**src/hw/rx_gain_cfg.svh**
```systemverilog
// Constants for the receive gain index pointer logic.
// Assumes inclusion by bare name from the design modules.
`ifndef RX_GAIN_CFG_SVH
`define RX_GAIN_CFG_SVH

// Register offsets, byte addressed on the 10-bit register port
`define OFS_STEP_CFG      10'h0FC
`define OFS_DEC_STEP_CFG  10'h0FE
`define OFS_RX1_FE_IDX    10'h2B0
`define OFS_RX1_FILT_IDX  10'h2B1
`define OFS_RX1_DIG_IDX   10'h2B2
`define OFS_RX2_FE_IDX    10'h2B5
`define OFS_RX2_FILT_IDX  10'h2B6
`define OFS_RX2_DIG_IDX   10'h2B7
`define RX_IDX_STRIDE     10'h005

// Fields of the step configuration register
`define FLD_INC_STEP_LO   0
`define FLD_STEER_BIT     3
`define FLD_PIN_TGT_BIT   4
// Fields of the decrement step register
`define FLD_FE_DEC_LO     0
`define FLD_FILT_DEC_LO   4
`define STEP_FLD_W        3

// Reset values
`define RST_STEP_CFG      8'h00
`define RST_DEC_STEP_CFG  8'h00

// Index limits
`define SPLIT_FE_MAX      7'h28
`define FILT_IDX_MAX      5'h18
`define DIG_IDX_MAX       5'h1F
`define FULL_DIG_MAX      7'h5A
`define FULL_ANALOG_MAX   7'h4C

// Timing
`define PIN_MIN_CYCLES    2
`define PWR_BASE_SAMPLES  16

`endif

```
**src/hw/rx_gain_pkg.sv**
```systemverilog
// Types shared by the receive gain index pointer logic.
// Assumes nothing beyond a SystemVerilog compiler.
package rx_gain_pkg;

    // Gain change destination, one-hot
    typedef enum logic [2:0] {
        TGT_NONE = 3'h0,
        TGT_FE   = 3'h1,
        TGT_FILT = 3'h2,
        TGT_DIG  = 3'h4
    } target_t;

    // Detector flags of one receiver
    typedef struct packed {
        logic dig_sat;
        logic adc_ovl;
        logic fe_small;
        logic fe_large;
    } ovl_flags_t;

    // Index pointers of one receiver; fe holds the full index in full mode
    typedef struct packed {
        logic [6:0] fe;
        logic [4:0] filt;
        logic [4:0] dig;
    } gain_idx_t;

endpackage

```
**src/hw/rx_gain_index_control.sv**
```systemverilog
// Receive gain index pointers for two receivers under manual control.
// Assumes clk is the filter input clock; detector flags arrive on clk.
`timescale 1ns/1ps
`default_nettype none
`include "rx_gain_cfg.svh"

module rx_gain_index_control #(
    parameter int PW = 16
) (
    input  wire logic                    clk,
    input  wire logic                    rst,
    input  wire logic [9:0]              reg_addr,
    input  wire logic                    reg_wr,
    input  wire logic [7:0]              reg_wdata,
    output logic      [7:0]              reg_rdata,
    input  wire logic                    split_mode,
    input  wire logic                    digital_gain_en,
    input  wire logic                    pin_control_en,
    input  wire logic [6:0]              max_gain_index_limit,
    input  wire logic [6:0]              initial_fe_limit,
    input  wire logic                    rx1_gain_up_pin,
    input  wire logic                    rx1_gain_down_pin,
    input  wire logic                    rx2_gain_up_pin,
    input  wire logic                    rx2_gain_down_pin,
    input  wire rx_gain_pkg::ovl_flags_t rx1_flags,
    input  wire rx_gain_pkg::ovl_flags_t rx2_flags,
    input  wire logic                    ctrl_out_en,
    output logic      [7:0]              ctrl_out,
    output rx_gain_pkg::gain_idx_t       rx1_index,
    output rx_gain_pkg::gain_idx_t       rx2_index,
    input  wire logic [3:0]              power_meas_duration,
    input  wire logic                    samp_valid,
    input  wire logic [PW-1:0]           samp_power,
    output logic      [PW-1:0]           avg_power,
    output logic                         avg_valid
);

    initial begin
        if (PW < 1 || PW > 32) begin
            $error("rx_gain_index_control: PW out of range");
        end
    end

    ////////////////////////////////////////////////////////////////////////
    // Step helpers

    function automatic logic [6:0] step_up(input logic [6:0] idx,
                                           input logic [3:0] inc,
                                           input logic [6:0] cap);
        logic [7:0] sum;
        sum = {1'b0, idx} + {4'h0, inc};
        step_up = (sum > {1'b0, cap}) ? cap : sum[6:0];
    endfunction

    function automatic logic [6:0] step_dn(input logic [6:0] idx,
                                           input logic [3:0] dec);
        step_dn = (idx > {3'h0, dec}) ? idx - {3'h0, dec} : 7'h0;
    endfunction

    function automatic logic [6:0] cap_of(input logic [6:0] v,
                                          input logic [6:0] cap);
        cap_of = (v > cap) ? cap : v;
    endfunction

    ////////////////////////////////////////////////////////////////////////
    // Configuration registers

    logic [7:0] step_cfg_q;
    logic [7:0] dec_cfg_q;

    wire wr_step = reg_wr && (reg_addr == `OFS_STEP_CFG);
    wire wr_dec  = reg_wr && (reg_addr == `OFS_DEC_STEP_CFG);

    always_ff @(posedge clk) begin
        if (rst) begin
            step_cfg_q <= `RST_STEP_CFG;
            dec_cfg_q  <= `RST_DEC_STEP_CFG;
        end else begin
            if (wr_step) step_cfg_q <= reg_wdata;
            if (wr_dec)  dec_cfg_q  <= reg_wdata;
        end
    end

    wire steer   = step_cfg_q[`FLD_STEER_BIT];
    wire pin_tgt = step_cfg_q[`FLD_PIN_TGT_BIT];
    // Stored step field plus one, so no step is ever zero
    wire [3:0] inc_step  = {1'b0, step_cfg_q[`FLD_INC_STEP_LO +: 3]}
                           + 4'h1;
    wire [3:0] fe_dec    = {1'b0, dec_cfg_q[`FLD_FE_DEC_LO +: 3]}
                           + 4'h1;
    wire [3:0] filt_dec  = {1'b0, dec_cfg_q[`FLD_FILT_DEC_LO +: 3]}
                           + 4'h1;

    // Caps shared by both receivers
    wire [6:0] full_tab  = digital_gain_en ? `FULL_DIG_MAX
                                           : `FULL_ANALOG_MAX;
    wire [6:0] full_cap  = cap_of(max_gain_index_limit, full_tab);
    wire [6:0] split_cap = cap_of(max_gain_index_limit,
                                  `SPLIT_FE_MAX);
    wire [6:0] fe_cap    = split_mode ? split_cap : full_cap;
    wire [4:0] dig_cap   = digital_gain_en ? `DIG_IDX_MAX : 5'h00;

    ////////////////////////////////////////////////////////////////////////
    // Pin step events

    logic [3:0] pin_step;
    wire  [3:0] pins = {rx2_gain_down_pin, rx2_gain_up_pin,
                        rx1_gain_down_pin, rx1_gain_up_pin};

    genvar p;
    generate
        for (p = 0; p < 4; p++) begin : g_pin
            pin_step_detect #(
                .MIN_CYC (`PIN_MIN_CYCLES)
            ) u_det (
                .clk  (clk),
                .rst  (rst),
                .pin  (pins[p]),
                .step (pin_step[p])
            );
        end
    endgenerate

    ////////////////////////////////////////////////////////////////////////
    // Index pointers per receiver

    rx_gain_pkg::gain_idx_t   idx_q [2];
    rx_gain_pkg::ovl_flags_t  flg [2];
    rx_gain_pkg::target_t     tgt [2];
    logic [1:0]               up_ev;
    logic [1:0]               dn_ev;

    assign flg[0] = rx1_flags;
    assign flg[1] = rx2_flags;

    genvar r;
    generate
        for (r = 0; r < 2; r++) begin : g_rx
            wire [9:0] base   = `OFS_RX1_FE_IDX
                                + (r == 0 ? 10'h000 : `RX_IDX_STRIDE);
            wire       wr_fe  = reg_wr && (reg_addr == base);
            wire       wr_fl  = reg_wr && (reg_addr == base + 10'h001);
            wire       wr_dg  = reg_wr && (reg_addr == base + 10'h002);
            wire       up_raw = pin_control_en && pin_step[2*r];
            wire       dn_raw = pin_control_en && pin_step[2*r+1];
            wire       wr_any = wr_fe || wr_fl || wr_dg;

            // Opposite steps together cancel; register writes win
            assign up_ev[r] = up_raw && !dn_raw && !wr_any;
            assign dn_ev[r] = dn_raw && !up_raw && !wr_any;

            wire [6:0] fe   = idx_q[r].fe;
            wire       fe_upper = fe > initial_fe_limit;
            rx_gain_pkg::target_t dn_tgt;
            rx_gain_pkg::target_t up_tgt;

            // Overload priority and table position pick the table
            assign dn_tgt =
                flg[r].fe_large ? ((fe != 7'h0) ? rx_gain_pkg::TGT_FE
                                : rx_gain_pkg::TGT_FILT) :
                flg[r].adc_ovl  ? (fe_upper ? rx_gain_pkg::TGT_FE
                                : rx_gain_pkg::TGT_FILT) :
                flg[r].dig_sat  ? rx_gain_pkg::TGT_DIG :
                (fe != 7'h0)    ? rx_gain_pkg::TGT_FE
                                : rx_gain_pkg::TGT_FILT;
            assign up_tgt = (idx_q[r].filt < `FILT_IDX_MAX)
                            ? rx_gain_pkg::TGT_FILT
                            : rx_gain_pkg::TGT_FE;
            assign tgt[r] =
                !split_mode ? rx_gain_pkg::TGT_FE :
                steer       ? (dn_ev[r] ? dn_tgt : up_tgt) :
                pin_tgt     ? rx_gain_pkg::TGT_FE
                            : rx_gain_pkg::TGT_FILT;

            wire [6:0] fe_up   = step_up(fe, inc_step, fe_cap);
            wire [6:0] fe_dn   = step_dn(fe, fe_dec);
            wire [6:0] fl_up   = step_up({2'h0, idx_q[r].filt}, inc_step,
                                         {2'h0, `FILT_IDX_MAX});
            wire [6:0] fl_dn   = step_dn({2'h0, idx_q[r].filt}, filt_dec);
            wire [6:0] dg_up   = step_up({2'h0, idx_q[r].dig}, 4'h1,
                                         {2'h0, dig_cap});
            wire [6:0] dg_dn   = step_dn({2'h0, idx_q[r].dig}, 4'h1);
            wire [6:0] wr_fe_v = cap_of(reg_wdata[6:0], fe_cap);
            wire [6:0] wr_fl_v = cap_of(reg_wdata[6:0],
                                        {2'h0, `FILT_IDX_MAX});
            wire [6:0] wr_dg_v = cap_of(reg_wdata[6:0], {2'h0, dig_cap});
            wire       mv_fe   = tgt[r] == rx_gain_pkg::TGT_FE;
            wire       mv_fl   = tgt[r] == rx_gain_pkg::TGT_FILT;
            wire       mv_dg   = tgt[r] == rx_gain_pkg::TGT_DIG;

            wire [6:0] fe_d =
                wr_fe              ? wr_fe_v :
                (up_ev[r] && mv_fe) ? fe_up :
                (dn_ev[r] && mv_fe) ? cap_of(fe_dn, fe_cap) :
                cap_of(fe, fe_cap);
            wire [6:0] fl_d =
                wr_fl && split_mode ? wr_fl_v :
                (up_ev[r] && mv_fl) ? fl_up :
                (dn_ev[r] && mv_fl) ? fl_dn :
                {2'h0, idx_q[r].filt};
            wire [6:0] dg_d =
                wr_dg               ? wr_dg_v :
                (up_ev[r] && mv_dg) ? dg_up :
                (dn_ev[r] && mv_dg) ? cap_of(dg_dn, {2'h0, dig_cap}) :
                cap_of({2'h0, idx_q[r].dig}, {2'h0, dig_cap});

            always_ff @(posedge clk) begin
                if (rst) begin
                    idx_q[r] <= '0;
                end else begin
                    idx_q[r].fe   <= fe_d;
                    idx_q[r].filt <= fl_d[4:0];
                    idx_q[r].dig  <= dg_d[4:0];
                end
            end
        end
    endgenerate

    assign rx1_index = idx_q[0];
    assign rx2_index = idx_q[1];

    ////////////////////////////////////////////////////////////////////////
    // Control outputs and readback

    logic [7:0] ctrl_q;
    logic [7:0] rdata_q;
    logic [7:0] rd_mux;

    always_comb begin
        case (reg_addr)
            `OFS_STEP_CFG:     rd_mux = step_cfg_q;
            `OFS_DEC_STEP_CFG: rd_mux = dec_cfg_q;
            `OFS_RX1_FE_IDX:   rd_mux = {1'b0, idx_q[0].fe};
            `OFS_RX1_FILT_IDX: rd_mux = {3'h0, idx_q[0].filt};
            `OFS_RX1_DIG_IDX:  rd_mux = {3'h0, idx_q[0].dig};
            `OFS_RX2_FE_IDX:   rd_mux = {1'b0, idx_q[1].fe};
            `OFS_RX2_FILT_IDX: rd_mux = {3'h0, idx_q[1].filt};
            `OFS_RX2_DIG_IDX:  rd_mux = {3'h0, idx_q[1].dig};
            default:           rd_mux = 8'h00;
        endcase
    end

    always_ff @(posedge clk) begin
        if (rst) begin
            ctrl_q  <= 8'h00;
            rdata_q <= 8'h00;
        end else begin
            ctrl_q  <= ctrl_out_en ? {rx2_flags, rx1_flags} : 8'h00;
            rdata_q <= rd_mux;
        end
    end

    assign ctrl_out  = ctrl_q;
    assign reg_rdata = rdata_q;

    power_averager #(
        .PW (PW)
    ) u_pwr (
        .clk        (clk),
        .rst        (rst),
        .samp_valid (samp_valid),
        .samp_power (samp_power),
        .duration   (power_meas_duration),
        .avg_power  (avg_power),
        .avg_valid  (avg_valid)
    );

    wire quiet0 = !reg_wr && !pin_step[0] && !pin_step[1];
endmodule

`default_nettype wire

```
**src/hw/pin_step_detect.sv**
```systemverilog
// Synchroniser and pulse qualifier for one asynchronous gain step pin.
// Assumes the pin is driven from outside the clk domain.
`timescale 1ns/1ps
`default_nettype none
`include "rx_gain_cfg.svh"

module pin_step_detect #(
    parameter int MIN_CYC = `PIN_MIN_CYCLES
) (
    input  wire logic clk,
    input  wire logic rst,
    input  wire logic pin,
    output logic      step
);

    initial begin
        if (MIN_CYC < 1 || MIN_CYC > 15) begin
            $error("pin_step_detect: MIN_CYC out of range");
        end
    end

    logic       s1_q;
    logic       s2_q;
    logic       stable_q;
    logic       pulse_q;
    logic [3:0] cnt_q;
    wire        differ  = s2_q != stable_q;
    wire        accept  = differ && (cnt_q == 4'(MIN_CYC - 1));

    always_ff @(posedge clk) begin
        s1_q <= pin;
        s2_q <= s1_q;
    end

    // Level must persist before it is taken as a new pin state
    always_ff @(posedge clk) begin
        if (rst) begin
            stable_q <= 1'b0;
            cnt_q    <= 4'h0;
            pulse_q  <= 1'b0;
        end else begin
            cnt_q    <= (differ && !accept) ? cnt_q + 4'h1 : 4'h0;
            stable_q <= accept ? s2_q : stable_q;
            pulse_q  <= accept && s2_q;
        end
    end

    assign step = pulse_q;
endmodule

`default_nettype wire

```
**src/hw/power_averager.sv**
```systemverilog
// Average of sample power over 16 times two to the duration field latched at the end of the previous window; reset loads zero.
// Assumes samp_valid comes from logic on clk.
`timescale 1ns/1ps
`default_nettype none
`include "rx_gain_cfg.svh"

module power_averager #(
    parameter int PW = 16
) (
    input  wire logic          clk,
    input  wire logic          rst,
    input  wire logic          samp_valid,
    input  wire logic [PW-1:0] samp_power,
    input  wire logic [3:0]    duration,
    output logic [PW-1:0]      avg_power,
    output logic               avg_valid
);

    initial begin
        if (PW < 1 || PW > 32) begin
            $error("power_averager: PW out of range");
        end
    end

    localparam int AW = PW + 19;

    logic [AW-1:0] acc_q;
    logic [18:0]   cnt_q;
    logic [3:0]    dur_q;
    logic [PW-1:0] avg_q;
    logic          valid_q;
    wire  [18:0]   last = (19'(`PWR_BASE_SAMPLES) << dur_q) - 19'h1;
    wire  [AW-1:0] sum  = acc_q + AW'(samp_power);
    wire           done = samp_valid && (cnt_q == last);
    wire  [AW-1:0] mean = sum >> ({1'b0, dur_q} + 5'h04);

    always_ff @(posedge clk) begin
        if (rst) begin
            acc_q   <= '0;
            cnt_q   <= 19'h0;
            dur_q   <= 4'h0;
            avg_q   <= '0;
            valid_q <= 1'b0;
        end else begin
            valid_q <= done;
            if (samp_valid) begin
                acc_q <= done ? '0 : sum;
                cnt_q <= done ? 19'h0 : cnt_q + 19'h1;
            end
            if (done) begin
                avg_q <= mean[PW-1:0];
                dur_q <= duration;
            end
        end
    end

    assign avg_power = avg_q;
    assign avg_valid = valid_q;
endmodule

`default_nettype wire

```
**config.mk**
```make
export PLATFORM = sky130hd
export DESIGN_NAME = rx_gain_index_control
export DESIGN_NICKNAME = d
export VERILOG_FILES = /design/src/hw/rx_gain_pkg.sv /design/src/hw/rx_gain_index_control.sv /design/src/hw/pin_step_detect.sv /design/src/hw/power_averager.sv
export VERILOG_INCLUDE_DIRS = /design/src /design/src/hw
export SDC_FILE = /design/constraint.sdc
export NUM_CORES = 1
export LEC_CHECK = 0
export ABC_AREA = 1
export BUFFER_PORTS_ARGS = -buffer_cell sky130_fd_sc_hd__buf_4
export CORE_MARGIN = 3
export CORE_UTILIZATION = 25
export CTS_BUF_LIST = sky130_fd_sc_hd__clkbuf_4
export DETAILED_ROUTE_END_ITERATION = 7
export GPL_ROUTABILITY_DRIVEN = 0
export PLACE_DENSITY = 0.43
export REMOVE_ABC_BUFFERS = 1
export SYNTH_ARGS = -nofsm -noshare
export SYNTH_HDL_FRONTEND = slang
export SYNTH_HIERARCHICAL = 1
export SYNTH_SLANG_ARGS = --single-unit
```
**constraint.sdc**
```tcl
create_clock -name clk -period 6.45 [get_ports clk]
set_clock_uncertainty 0.05 [all_clocks]
set_input_delay 0.3225 -clock clk [delete_from_list [all_inputs] [get_ports clk]]
set_output_delay 0.3225 -clock clk [all_outputs]
set_load 0.02 [all_outputs]
```
Word level (Yosys, flattened, before mapping)
Memory sizes are Yosys's and may differ from the RTL's.
Index checks and enable logic that the tools add are counted.
Widths: inputs -> output; s select.
Word-level totals
  memories: 1
  output and inout port bits: 67
  register bits after elaboration: 139
  logic and storage cells: 263
  RAM bits: 34
Memories
  idx_q: depth 2, width 17, read ports 2, clocked after memory_dff 0, write ports 2, line rx_gain_index_control.sv:127  | rx_gain_pkg::gain_idx_t idx_q [2];
Operators by class
  bitwise logic cells: 11
  reduce and logical (&&, ||, !) cells: 68
  shift-type cells: 2
  equality and inequality tests: 23
  $lt $le $gt $ge: 29
  muxes and demuxes: 77
  add/subtract/negate cells: 23
Operators with widths (count)
  $mux 7: 22
  $mux 5: 30
  $pmux 8 s8: 1
  $eq 10x10->1 const B: 6
  $gt 7x7->1: 8
  $logic_and 1x1->1: 47
  $mux 3: 12
  $add 35x16->35: 1
  $mux 35: 1
  $shr 35x5->16: 1
  $gt 7x5->1: 3
  $eq 10x8->1 const B: 2
  $add 19x1->19 const B: 1
  $eq 19x19->1: 1
  $mux 19: 1
  $shl 5x4->19 const A: 1
  $sub 19x1->19 const B: 1
  $add 4x1->4 const B: 4
  $add 7x4->8: 2
  $eq 4x1->1 const B: 4
  $gt 8x7->1: 2
  $gt 7x4->1: 2
  $mux 2: 7
  $reduce_bool 7->1: 2
  25 further kinds: 71

Longest topological paths before layout
  depth in word-level cells: 15
  mapped depth: 27
  mapped depth without buffers: 27

By module
The synthesis kept the hierarchy.
By module, submodules not included
  rx_gain_index_control: area an instance 8625.8 um^2, sequential area each 1321.3 um^2, times used 1, cells each 1373
  power_averager: area an instance 6424.9 um^2, sequential area each 1501.4 um^2, times used 1, cells each 1133
  pin_step_detect: area an instance 299.0 um^2, sequential area each 160.2 um^2, times used 4, cells each 34

Worst setup path after synthesis
Ideal clock, no wire load.
  path type: input -> register
  start: input port digital_gain_en
  end: memory idx_q[0][11] (netlist bit)
  path buffers: 1
  arrival time: 3.444 ns
  stages: 24
  required time: 6.268 ns
  slack: 2.823 ns
  cells stage by stage: inv_1 > ha_1 > nand2_1 > nor3_2 > o21ai_0 > nand2_1 > nand3_2 > inv_2 > nor3_2 > ha_1 > a21oi_1 > o21ai_0 > nand2_1 > nand2_1 > a21o_1 > o21ai_0 > nand2_1 > clkbuf_1 > nand2_1 > o21ai_0 > nand2_1 > nand3_1 > nand2_1 > a21oi_2
RTL lines
  from (decl): line rx_gain_index_control.sv:17  | input wire logic digital_gain_en,
  to (decl): line rx_gain_index_control.sv:127

==> results by group <==
STA
  • Period utilization: 0.662
  • Worst-margin pin slew: 0.960 ns
  • Max Slew Vio Count: 0
  • Total negative slack: 0 ns
  • Max Fclk: 234 MHz
  • RSZ-0062 raised after global routing: false
  • Final Hold Fails: 0
  • Final setup margin: 2.18 ns
  • Min Hold Slack: 0.125 ns
  • Fin crit period: 4.27 ns
  • Final setup vio count: 0
  • Max_slew headroom: 0.358

Final layout
  • FILL cells: 7174
  • Non-filler cells, final: 3657
  • Multi-input logic area: 11200 um^2
  • Synth-to-layout area growth: 15.6%
  • Nets: 3025
  • Register area: 3460 um^2
  • Layout cells sized above 1: 0.101

Clock network
  • Clk_lat worst skew: 0.75 ns
  • Setup Buffers After CTS: 0
  • TritonCTS Buffers: 17
  • Clock slew at reported path FFs: 0.18 ns
  • CTS root buffer: clkbuf_4
  • Clock buffer depth: 2
  • CTS tree: built
  • Count of clock tree sinks: 173
  • H-tree depth: 4

Floorplanning
  • Row cnt: 92
  • Die H: 261 um
  • Die width: 261 um
  • IO Pins: 139
  • Core Area: 63700 um^2
  • Die area: 68100 um^2
  • Initial Util: 0.255

Routing
  • Wire per inst: 17.2 um
  • WL final: 62.9 mm
  • Routed vias/inst: 4.85
  • DRT iter0 DRCs: 1177
  • Post-route ant nets: 0
  • Drt drc: 0
  • Detailed-route via count: 17700
  • First-pass DRT Iterations: 5

Power
  • Leak: 9.22 nW
  • Peak supply drop: 0.175 mV
  • Power per cell area: 259 nW/um^2
  • Pwr Total: 4.86 mW

Critical path
  • Max FO, Critical Path: 13
  • Critical path class: flop to flop
  • CP Capture Type: flop
  • Worst path arrival time: 4.92 ns
  • Required time worst endpoint: 7.10 ns
  • FF-to-FF path depth: 22
  • Crit start category: flop

Outcome
  • Run status: completed

Synth
  • Synth warn: 6
  • Average size of a mapped cell: 6.15 um^2
  • Seq/Total Area, Yosys: 0.213
  • Synth cell types: 61
  • Synth async-reset ratio: 0
  • Register bit total from synthesis: 173
  • Post-Synthesis Cells: 2642
  • Post-synth top flop: dfxtp_1
  • Netlist Area Pre-Place: 16200 um^2
  • Post-synth EDFFs: 0

Placed design
  • DP Worst Slack: 1.82 ns
  • Buffers on Ports: 138
  • Placed instance count: 3586
  • DP HPWL: 49.9 mm

Global route
  • Vias in the first global route: 17300
  • First-pass GRT wire length: 97.7 mm
  • Largest net degree at the start of global routing: 44
  • Gr ovfl total: 0
  • Tot GR Track Use: 0.185
  • Antenna violations before repair: 3

Flow run
  • Max Cap Viol: 0

Hold path
  • HP Class: input port to flop
  • Hold depth: 3
## cell type report
type,count,share of cell area
timing repair buffer,186,0.0787
multi-input combinational,2052,0.594
inverter,362,0.0730
antenna,6,0.000799
clock buffer,17,0.00680
sequential,173,0.184
clock inverter,15,0.00606
tap,846,0.0564
## what timing repair did
action                                 4_1_cts  5_1_grt
resized for setup                            0        0
endpoints found under the hold margin       71        0
hold buffers                                33        0
## registers in the layout (all words and copies together) (netlist names), 8 cells and up
| signal | cells |
|---|---|
| u_pwr/acc_q | 35 |
| ctrl_out | 8 |
| u_pwr/avg_power | 16 |
| reg_rdata | 8 |
| g_pin.u_det/cnt_q | 16 |
| dec_cfg_q | 8 |
| u_pwr/cnt_q | 19 |
| step_cfg_q | 8 |
| idx_q | 34 |
## worst paths after layout
kind              slack, ns                start                   to
hold / removal         0.13          ctrl_out_en          ctrl_out[6]
setup / recovery       2.18        step_cfg_q[1]         idx_q[1][10]
setup reg to reg       2.18        step_cfg_q[1]         idx_q[1][10]
hold reg to reg        0.30  g_pin[2].u_det/s1_q  g_pin[2].u_det/s2_q
## critical path, stage by stage, from the launching register on
cell and delay [ns]:
dfxtp_1 0.42, ha_1 0.18, xor2_1 0.68, ha_1 0.42, a21oi_1 0.14, nand2_1 0.10
a21oi_1 0.17, nor2_1 0.08, xor2_1 0.24, inv_1 0.08, ha_1 0.29, a21oi_1 0.15
a21boi_0 0.19, o21bai_1 0.08, nand2_1 0.07, nand2_1 0.24, o21ai_0 0.23, nand2_1 0.07
nand2_1 0.06, inv_1 0.04, nand2_1 0.06, nand2_1 0.05, a21oi_1 0.13
## layer usage
layer	vias up	global-route usage	routed length, um
li1	8978	-	-
met1	8224	0.236	28500
met2	435	0.318	29800
met3	89	0.0246	2610
met4	0	0.0653	1920
met5	-	0	0
## where the power goes
| part | internal [mW] | total, mW | switching (mW) |
|---|---|---|---|
| logic | 0.992 | 2.88 | 1.89 |
| clock network | 0.158 | 0.648 | 0.490 |
| registers | 1.15 | 1.33 | 0.178 |
| total | 2.30 | 4.86 | 2.56 |
## cells in the mapped netlist (6+ instances only)
| master | count | area, um^2 |
|---|---|---|
| a211oi_1 | 8 | 60.1 |
| a21oi_1 | 173 | 866 |
| a221oi_1 | 7 | 61.3 |
| a31oi_1 | 9 | 56.3 |
| buf_1 | 8 | 30.0 |
| buf_2 | 6 | 30.0 |
| buf_4 | 8 | 60.1 |
| clkbuf_1 | 30 | 113 |
| dfxtp_1 | 173 | 3460 |
| fa_1 | 7 | 140 |
| ha_1 | 154 | 1930 |
| inv_1 | 338 | 1270 |
| inv_2 | 16 | 60.1 |
| nand2_1 | 725 | 2720 |
| nand2_2 | 8 | 50.1 |
| nand2_4 | 9 | 101 |
| nand3_1 | 247 | 1240 |
| nand3_2 | 10 | 100 |
| nand3b_1 | 10 | 75.1 |
| nand4_1 | 45 | 282 |
| nor2_1 | 270 | 1010 |
| nor2_2 | 14 | 87.6 |
| nor2_4 | 9 | 101 |
| nor3_1 | 37 | 185 |
| nor3_2 | 7 | 70.1 |
| o211ai_1 | 16 | 120 |
| o21ai_0 | 147 | 736 |
| o21ai_1 | 9 | 45.0 |
| o21bai_1 | 7 | 52.6 |
| o22ai_1 | 8 | 50.1 |
| or2_2 | 7 | 43.8 |
| xnor2_1 | 17 | 149 |
| xor2_1 | 40 | 350 |
## placed cells by master, fill, tap and decap left out, types with 9 or more instances in the layout
cell,n
a21oi_1,173
a31oi_1,9
buf_4,153
clkbuf_4,17
dfxtp_1,173
dlygate4sd3_1,33
ha_1,154
inv_1,338
inv_2,16
nand2_1,725
nand2_4,9
nand3_1,247
nand3_2,10
nand3b_1,10
nand4_1,45
nor2_1,270
nor2_2,14
nor2_4,9
nor3_1,37
o211ai_1,16
o21ai_0,147
o21ai_1,9
xnor2_1,17
xor2_1,40
## metrics by stage
step,util,area [um^2]
3_3_place_gp,0.286,18200
2_1_floorplan,-,16000
5_1_grt,0.295,18800
4_1_cts,0.295,18800
6_report,0.295,18800
3_5_place_dp,0.286,18200
## cells by family after synthesis
family,after synthesis,share of synthesized area
compound gates,415,0.143
fa+ha+maj,161,0.127
xor+xnor,58,0.0317
flops,173,0.213
simple gates,1418,0.384
buf+inv,417,0.100
Power figures use the tool's default switching activity.
